$ cat config.mk
export PLATFORM = sky130hd
export DESIGN_NAME = lac_top
export DESIGN_NICKNAME = d
export VERILOG_FILES = /design/src/verilog/lac_pkg.sv /design/src/verilog/lac_top.sv
export SDC_FILE = /design/constraint.sdc
export NUM_CORES = 1
export LEC_CHECK = 0
export BUFFER_PORTS_ARGS = -buffer_cell sky130_fd_sc_hd__buf_4
export CAP_MARGIN = 25
export CORE_MARGIN = 3
export CORE_UTILIZATION = 50
export CTS_CLUSTER_DIAMETER = 200
export DETAILED_ROUTE_END_ITERATION = 6
export PLACE_DENSITY_LB_ADDON = 0.25
export RECOVER_POWER = 25
export SLEW_MARGIN = 10
export SYNTH_ARGS = -nofsm -noshare
export SYNTH_HDL_FRONTEND = slang
export SYNTH_SLANG_ARGS = --single-unit
export TNS_END_PERCENT = 50
$ cat constraint.sdc
create_clock -name ref_clk -period 1.9 [get_ports ref_clk]
set_input_delay 0.19 -clock ref_clk [delete_from_list [all_inputs] [get_ports ref_clk]]
set_output_delay 0.19 -clock ref_clk [all_outputs]
set_load 0.02 [all_outputs]
$ cat src/verilog/lac_pkg.sv
// Purpose: Shared constants and types for the LED actuation control block
// Assumes: Wishbone classic slave, byte-wide registers in the low data bits
// Notes:   Offsets are byte indices; byte address is four times the index
package lac_pkg;
  localparam int          LAC_CHANNELS     = 8;
  localparam int          LAC_ADR_W        = 10;
  localparam logic [7:0]  LAC_IDX_LINK     = 8'h72;
  localparam logic [7:0]  LAC_IDX_POL      = 8'h73;
  localparam logic [7:0]  LAC_IDX_DRIVE    = 8'h74;
  localparam logic [7:0]  LAC_IDX_MODE_LO  = 8'h81;
  localparam logic [7:0]  LAC_IDX_MODE_HI  = 8'h82;
  localparam logic [7:0]  LAC_IDX_STATUS   = 8'h90;
  localparam logic [7:0]  LAC_RST_BYTE     = 8'h00;
  localparam int          LAC_MODE_LSB_STEP = 2;
  localparam logic [31:0] LAC_RD_UNMAPPED  = 32'h0000_0000;

  typedef enum logic [1:0] {
    LAC_MODE_DIRECT  = 2'b00,
    LAC_MODE_PULSE1  = 2'b01,
    LAC_MODE_PULSE2  = 2'b10,
    LAC_MODE_BREATHE = 2'b11
  } lac_mode_t;

  typedef enum logic [3:0] {
    LAC_ST_IDLE  = 4'b0001,
    LAC_ST_RUN   = 4'b0010,
    LAC_ST_PULSE = 4'b0100,
    LAC_ST_FINISH = 4'b1000
  } lac_state_t;

  // Per-channel command to the waveform generator
  typedef struct packed {
    logic      actuate;
    logic      pulsing;
    logic      restart;
    logic      non_inv;
    lac_mode_t mode;
  } lac_chan_cmd_t;
endpackage

$ cat src/verilog/lac_top.sv
// Purpose: Eight-channel LED actuation control with Wishbone registers
// Assumes: Waveform generators outside report breath and pulse ends
// Notes:   Sensor and generator inputs are synchronised by two flops
// How it works
// - Eight-bit drive request register, reset zero
// - Linked LED actuated by sensor touch
// - Unlinked LED follows its request bit
// - Request 0 minimum duty, 1 actuated
// - Inverted idle: low for minimum duty
// - Non-inverted idle: high for minimum duty
// - Non-inverted active ramps max to min
// - Two mode registers, four LEDs each
// - Highest LED in bits 7:6
// - Linked behavior starts and stops on triggers
// - Unlinked bit 1 touch, 0 release
// - Idle pin level set by polarity
// - Unlinked breath finishes before mode change
// - Pulse1 unlinked ignores bit until done
// - Link change follows new source at once
// - Period change restarts breath, keeps counts
// - Mode decode direct, pulse1, pulse2, breathe
// - Sensor link register, reset zero
// - Polarity register, 0 inverted, reset zero
//
// Local design decision: the Wishbone register port.
`timescale 1ns/1ps
module lac_top
  import lac_pkg::*;
(
  input  wire logic                    ref_clk,
  input  wire logic                    sys_rst,
  input  wire logic [LAC_ADR_W-1:0]    wb_adr_i,
  input  wire logic [31:0]             wb_dat_i,
  input  wire logic [3:0]              wb_sel_i,
  input  wire logic                    wb_we_i,
  input  wire logic                    wb_cyc_i,
  input  wire logic                    wb_stb_i,
  output logic      [31:0]             wb_dat_o,
  output logic                         wb_ack_o,
  input  wire logic [7:0]              sensor_touch,
  input  wire logic [7:0]              breath_done,
  input  wire logic [7:0]              pulses_done,
  input  wire logic                    period_changed,
  output lac_chan_cmd_t [7:0]          chan_cmd
);

  // Register state
  logic [7:0]        drive_q, drive_d;
  logic [7:0]        link_q, link_d;
  logic [7:0]        pol_q, pol_d;
  logic [7:0]        mode_lo_q, mode_lo_d;
  logic [7:0]        mode_hi_q, mode_hi_d;
  logic [31:0]       rdat_q, rdat_d;
  logic              ack_q, ack_d;
  logic [7:0]        touch_s1_q, touch_s2_q;
  logic [7:0]        bdone_s1_q, bdone_s2_q;
  logic [7:0]        pdone_s1_q, pdone_s2_q;
  logic [1:0]        per_s_q;
  logic [7:0]        act_seen;
  logic [15:0]       mode_all;
  logic [7:0]        wb_idx;
  logic              wr_en;

  assign wb_idx   = wb_adr_i[9:2];
  assign wr_en    = wb_cyc_i && wb_stb_i && wb_we_i && !ack_q && wb_sel_i[0];
  assign mode_all = {mode_hi_q, mode_lo_q};

  // Register writes and read data
  always_comb begin
    drive_d   = drive_q;
    link_d    = link_q;
    pol_d     = pol_q;
    mode_lo_d = mode_lo_q;
    mode_hi_d = mode_hi_q;
    ack_d     = wb_cyc_i && wb_stb_i && !ack_q;
    rdat_d    = LAC_RD_UNMAPPED;
    if (wr_en) begin
      case (wb_idx)
        LAC_IDX_DRIVE:   drive_d   = wb_dat_i[7:0];
        LAC_IDX_LINK:    link_d    = wb_dat_i[7:0];
        LAC_IDX_POL:     pol_d     = wb_dat_i[7:0];
        LAC_IDX_MODE_LO: mode_lo_d = wb_dat_i[7:0];
        LAC_IDX_MODE_HI: mode_hi_d = wb_dat_i[7:0];
        default: ;
      endcase
    end
    case (wb_idx)
      LAC_IDX_DRIVE:   rdat_d = {24'h000000, drive_q};
      LAC_IDX_LINK:    rdat_d = {24'h000000, link_q};
      LAC_IDX_POL:     rdat_d = {24'h000000, pol_q};
      LAC_IDX_MODE_LO: rdat_d = {24'h000000, mode_lo_q};
      LAC_IDX_MODE_HI: rdat_d = {24'h000000, mode_hi_q};
      LAC_IDX_STATUS:  rdat_d = {24'h000000, act_seen};
      default:         rdat_d = LAC_RD_UNMAPPED;
    endcase
  end

  always_ff @(posedge ref_clk) begin
    if (sys_rst) begin
      drive_q    <= LAC_RST_BYTE;
      link_q     <= LAC_RST_BYTE;
      pol_q      <= LAC_RST_BYTE;
      mode_lo_q  <= LAC_RST_BYTE;
      mode_hi_q  <= LAC_RST_BYTE;
      rdat_q     <= LAC_RD_UNMAPPED;
      ack_q      <= 1'b0;
      touch_s1_q <= 8'h00;
      touch_s2_q <= 8'h00;
      bdone_s1_q <= 8'h00;
      bdone_s2_q <= 8'h00;
      pdone_s1_q <= 8'h00;
      pdone_s2_q <= 8'h00;
      per_s_q    <= 2'h0;
    end else begin
      drive_q    <= drive_d;
      link_q     <= link_d;
      pol_q      <= pol_d;
      mode_lo_q  <= mode_lo_d;
      mode_hi_q  <= mode_hi_d;
      rdat_q     <= rdat_d;
      ack_q      <= ack_d;
      touch_s1_q <= sensor_touch;
      touch_s2_q <= touch_s1_q;
      bdone_s1_q <= breath_done;
      bdone_s2_q <= bdone_s1_q;
      pdone_s1_q <= pulses_done;
      pdone_s2_q <= pdone_s1_q;
      per_s_q    <= {per_s_q[0], period_changed};
    end
  end

  assign wb_dat_o = rdat_q;
  assign wb_ack_o = ack_q;

  generate
    for (genvar g = 0; g < LAC_CHANNELS; g++) begin : g_chan
      lac_state_t    st_q, st_d;
      lac_mode_t     mode_q, mode_d;
      lac_mode_t     mode_req;
      lac_chan_cmd_t cmd_q, cmd_d;
      logic          src, src_prev_q, src_prev_d;
      logic          link_prev_q, link_prev_d;
      logic          touch_ev, release_ev;
      logic          link_chg;

      assign mode_req = lac_mode_t'(mode_all[g*LAC_MODE_LSB_STEP +: 2]);
      assign src        = link_q[g] ? touch_s2_q[g] : drive_q[g];
      assign link_chg   = link_q[g] != link_prev_q;
      assign touch_ev   = src && !src_prev_q;
      assign release_ev = !src && src_prev_q;

      always_comb begin
        st_d       = st_q;
        mode_d     = mode_q;
        src_prev_d = src;
        link_prev_d = link_q[g];
        cmd_d      = cmd_q;
        cmd_d.restart = 1'b0;
        case (st_q)
          LAC_ST_IDLE: begin
            mode_d = mode_req;
            if (src && (touch_ev || link_chg || mode_req != mode_q)) begin
              st_d = (mode_req == LAC_MODE_PULSE1) ? LAC_ST_PULSE : LAC_ST_RUN;
            end
          end
          LAC_ST_RUN: begin
            if (!src || release_ev) begin
              if (mode_q == LAC_MODE_PULSE2) begin
                st_d = LAC_ST_PULSE;
              end else if (mode_q == LAC_MODE_BREATHE && !link_q[g] && !link_chg) begin
                st_d = LAC_ST_FINISH;
              end else begin
                st_d = LAC_ST_IDLE;
              end
            end else if (mode_req != mode_q) begin
              if (mode_q == LAC_MODE_DIRECT || link_q[g]) begin
                st_d = LAC_ST_IDLE;
              end else begin
                st_d = LAC_ST_FINISH;
              end
            end
          end
          LAC_ST_PULSE: begin
            if (pdone_s2_q[g]) begin
              st_d = LAC_ST_IDLE;
            end
          end
          LAC_ST_FINISH: begin
            if (bdone_s2_q[g]) begin
              st_d = LAC_ST_IDLE;
            end
          end
          default: st_d = LAC_ST_IDLE;
        endcase
        cmd_d.actuate = st_d != LAC_ST_IDLE;
        cmd_d.pulsing = st_d == LAC_ST_PULSE;
        cmd_d.mode    = mode_d;
        cmd_d.non_inv = pol_q[g];
        if (per_s_q[1] && st_q != LAC_ST_IDLE) begin
          cmd_d.restart = 1'b1;
        end
      end

      always_ff @(posedge ref_clk) begin
        if (sys_rst) begin
          st_q        <= LAC_ST_IDLE;
          mode_q      <= LAC_MODE_DIRECT;
          src_prev_q  <= 1'b0;
          link_prev_q <= 1'b0;
          cmd_q       <= '0;
        end else begin
          st_q        <= st_d;
          mode_q      <= mode_d;
          src_prev_q  <= src_prev_d;
          link_prev_q <= link_prev_d;
          cmd_q       <= cmd_d;
        end
      end

      assign chan_cmd[g] = cmd_q;
      assign act_seen[g] = cmd_q.actuate;
    end
  endgenerate

endmodule // lac_top

==> impl_summary.txt <==
----------------------------------------------------
[Finish]
  Count of filler cells inserted in the layout ... about 1400
  # nets final ... 1171
  Number of flip-flops in the largest register ... 48
  Most frequent standard cell in the layout excluding fill and tap cells ... sky130_fd_sc_hd__dfxtp_1
  Layout cell share with drive strength beyond 1 ... between 10% and 20%
  Number of antenna diodes ... 0
  Area added between synthesis and finish ... 22.2%
  Most used cells in the layout excluding fill and tap cells ... sky130_fd_sc_hd__dfxtp_1 (195), sky130_fd_sc_hd__buf_4 (138), sky130_fd_sc_hd__nor2_1 (109), sky130_fd_sc_hd__nor2b_1 (82), sky130_fd_sc_hd__nand2_1 (56)

[Timing]
  Fin Hold WS ... between 0.03 and 0.04 ns
  Upper clock frequency limit ... 0.569 GHz
  Tmin final ... 1.76 ns
  Worst relative slew slack ... 42.8%
  Final Max Slew Viols ... 0
  Slew @ Worst Pin ... 0.857 ns
  Final period utilization ... 92.5%
  Setup Viol. Count Final ... 0
  Fin Clk Skew ... 0.00825 ns
  Setup repair after global routing missed its margin ... false
  Final hold violation count ... 0
  Total negative setup slack ... 0 ns

[Clocking]
  Maximum level of the CTS H-tree ... 4
  Worst-skew pair later-pin latency ... 0.43 ns
  Clock tree root driver cell ... sky130_fd_sc_hd__clkbuf_16
  Post-CTS setup buffer count ... 0
  Max Buffers Root-to-Sink ... 2
  Clock transition time at the flip-flop clock pins of the worst setup and hold paths ... 0.07 ns
  Clock tree from TritonCTS ... built
  TritonCTS Sinks ... 195
  TritonCTS Buffers ... 17

[Power and ir drop]
  Net switching power figure ... 1.78 mW
  Standby leakage power ... 4.09 nW
  Combinational power share ... 4.4%
  Worst vdd ir ... ~660 uV
  Sequential share of power ... approximately half
  Clock power frac ... 45.7%
  Internal power ... 6.54 mW
  Switching power share of the total ... between 20% and 30%
  Pwr Density ... 786 nW/um^2

[Synthesis]
  Ranking of synthesized cells by area ... sky130_fd_sc_hd__dfxtp_1 (45%), sky130_fd_sc_hd__mux2i_1 (6.2%), sky130_fd_sc_hd__nor2b_1 (5.9%), sky130_fd_sc_hd__nor2_1 (4.7%), sky130_fd_sc_hd__o21ai_0 (2.7%)
  Proportion of netlist area held by the largest area contributor ... 45.1%
  Area of the mapped netlist ... 8660 sq um
  Number of cells produced by synthesis ... 956
  Most area-hungry cell type in the Yosys netlist ... sky130_fd_sc_hd__dfxtp_1
  Sequential-to-total area share from yosys stat ... 45.1%
  Number of flops mapped to enable cells by yosys ... 0
  Number of flip-flops and latches in the synthesized netlist ... roughly 200
  Fraction of registers with async set or reset after synthesis ... 0%
  Count of cell types in the netlist ... 76
  Dominant register cell in the synthesized netlist ... sky130_fd_sc_hd__dfxtp_1
  Number of warnings issued by yosys ... 0
  Post-synthesis average cell area ... 9.06 sq um

[Floorplanning]
  Total number of placement rows ... 47
  Die span in y ... ~140 um
  Die width ... 138 um
  Number of placed I/O pins ... ~160
  CORE AREA ... 16800 sq um
  Initial Util ... about half
  Area enclosed by the die boundary ... 18900 sq um

[Critical path]
  Setup CP Type ... flop to flop
  Critical Path Source Type ... flop
  Worst EP required ... 2.21 ns
  Element type at the critical path end ... flop
  Biggest fanout along the worst timing path ... 7
  Crit path DAT ... between 2 and 2.5 ns

[Drt]
  Met1 WL ... 9540 um
  Number of design-rule violations left by the first detailed-router iteration ... between 400 and 500
  Length of the first detailed-routing pass in iterations ... 5
  Antenna-violating nets left ... 0
  Mean number of vias per cell ... 5.46
  Highest Signal Layer ... met4
  Amount of wire on met3 after detailed routing ... about 1100 um
  Routed length per instance ... 15.7 um
  Met2 WL post-DR ... slightly below 10000 um
  DRC viols ... 0
  Via total after detailed routing ... between 7000 and 8000
  Routed Wire Length ... roughly 21000 um

[Global routing]
  Pin count of the biggest net entering global routing ... 34
  Global-route wire length before repair ... 32900 um
  Grt ovf ... 0
  Number of global-route vias before repair ... roughly 6500
  Antenna violations before repair ... 0
  Total routing resource utilization after global routing ... 21.9%

[Run status]
  Run status ... finished, final reports clean

[Placement]
  Global placer's final weighted congestion ... about 0.94
  # port buffers ... 103
  Placed wire-length estimate ... about 15000 um

[Run]
  # Max-Cap Violations ... 0

[Hold path]
  Classification of the worst-slack hold path ... input port to flop

----------------------------------------------------
[power groups by stage]
stage / clock [mW] / sequential [mW] / combinational (mW)
global route: 4.00 / 4.15 / 0.394
CTS: 3.85 / 4.15 / 0.370
finish: 3.80 / 4.15 / 0.364
detailed placement: 0 / 4.25 / 0.330
floorplan: 0 / 4.24 / 0.209
global placement: 0 / 4.24 / 0.327
[metal layers]
metal | vias to the layer above | GRT usage (%)
li1 | 3595 | -
met1 | 3422 | 30.2
met2 | 199 | 34.9
met3 | 34 | 3.91
met4 | 0 | 7.26
met5 | - | 0
[worst max-delay path: stages, from the launching register on]
cell                       delay (ns)
sky130_fd_sc_hd__dfxtp_1         0.39
sky130_fd_sc_hd__or4b_4          0.55
sky130_fd_sc_hd__o21ai_2         0.08
sky130_fd_sc_hd__nand2b_1        0.11
sky130_fd_sc_hd__or4_1           0.52
[cell families after synthesis]
logic type / Yosys count / share of synthesized area [%]
compound gates: 177 / 13.3
xor+xnor: 30 / 3.03
buf+inv: 99 / 5.68
flops: 195 / 45.1
mux: 59 / 6.94
other cells: 1 / 0.0433
simple gates: 395 / 26.0
[worst paths after layout]
path                     startpoint           endpoint  slack [ns]  depth (start not counted)
setup reg to reg  g_chan[5].st_q[3]  g_chan[5].st_q[0]        0.14                          4
hold reg to reg       pdone_s1_q[5]      pdone_s2_q[5]        0.44                          1
hold / removal      sensor_touch[7]      touch_s1_q[7]        0.03                          2
setup / recovery  g_chan[5].st_q[3]  g_chan[5].st_q[0]        0.14                          4
[per-stage QoR]
| stage | setup WS (ns) | power [mW] | instance area (sq um) | util [%] | instances |
|---|---|---|---|---|---|
| 4_1_cts | 0.145 | 8.37 | 10600 | 63.3 | 1328 |
| 3_5_place_dp | 0.152 | 4.58 | 9750 | 58.2 | 1272 |
| 3_3_place_gp | 0.167 | 4.57 | 9750 | 58.2 | 1272 |
| 6_report | 0.143 | 8.32 | 10600 | 63.1 | 1328 |
| 2_1_floorplan | 0.155 | 4.45 | 8750 | - | 979 |
| 5_1_grt | 0.0254 | 8.55 | 10600 | 63.1 | 1328 |
[cells in the mapped netlist, drive strengths merged, types with 6 or more instances]
| master | count |
|---|---|
| or4 | 8 |
| nor4 | 11 |
| dfxtp | 195 |
| mux2i | 54 |
| xnor2 | 14 |
| buf | 43 |
| a21oi | 40 |
| o41ai | 10 |
| a22oi | 12 |
| nand2 | 56 |
| o21ai | 48 |
| a31oi | 15 |
| nand3 | 17 |
| inv | 23 |
| clkbuf | 33 |
| nand2b | 19 |
| nor2b | 82 |
| nand3b | 9 |
| xor2 | 16 |
| nor4b | 18 |
| nor2 | 114 |
| and3 | 7 |
| and3b | 6 |
| nor3 | 18 |
| or3 | 6 |
[repair_timing]
| action | in CTS | in global routing |
|---|---|---|
| endpoints found under the hold margin | 24 | 0 |
| resized for setup | 0 | 0 |
| hold buffers | 24 | 0 |
[final cells by class]
type	instances	area [sq um]	share of cell area, %
Inverter	23	86.3	0.816
Clock inverter	12	180	1.70
Clock buffer	20	447	4.22
Timing Repair Buffer	173	1340	12.6
Sequential cell	195	3900	36.9
Tap cell	220	275	2.60
Multi-Input combinational cell	685	4350	41.1
Power figures use the tool's default switching activity.
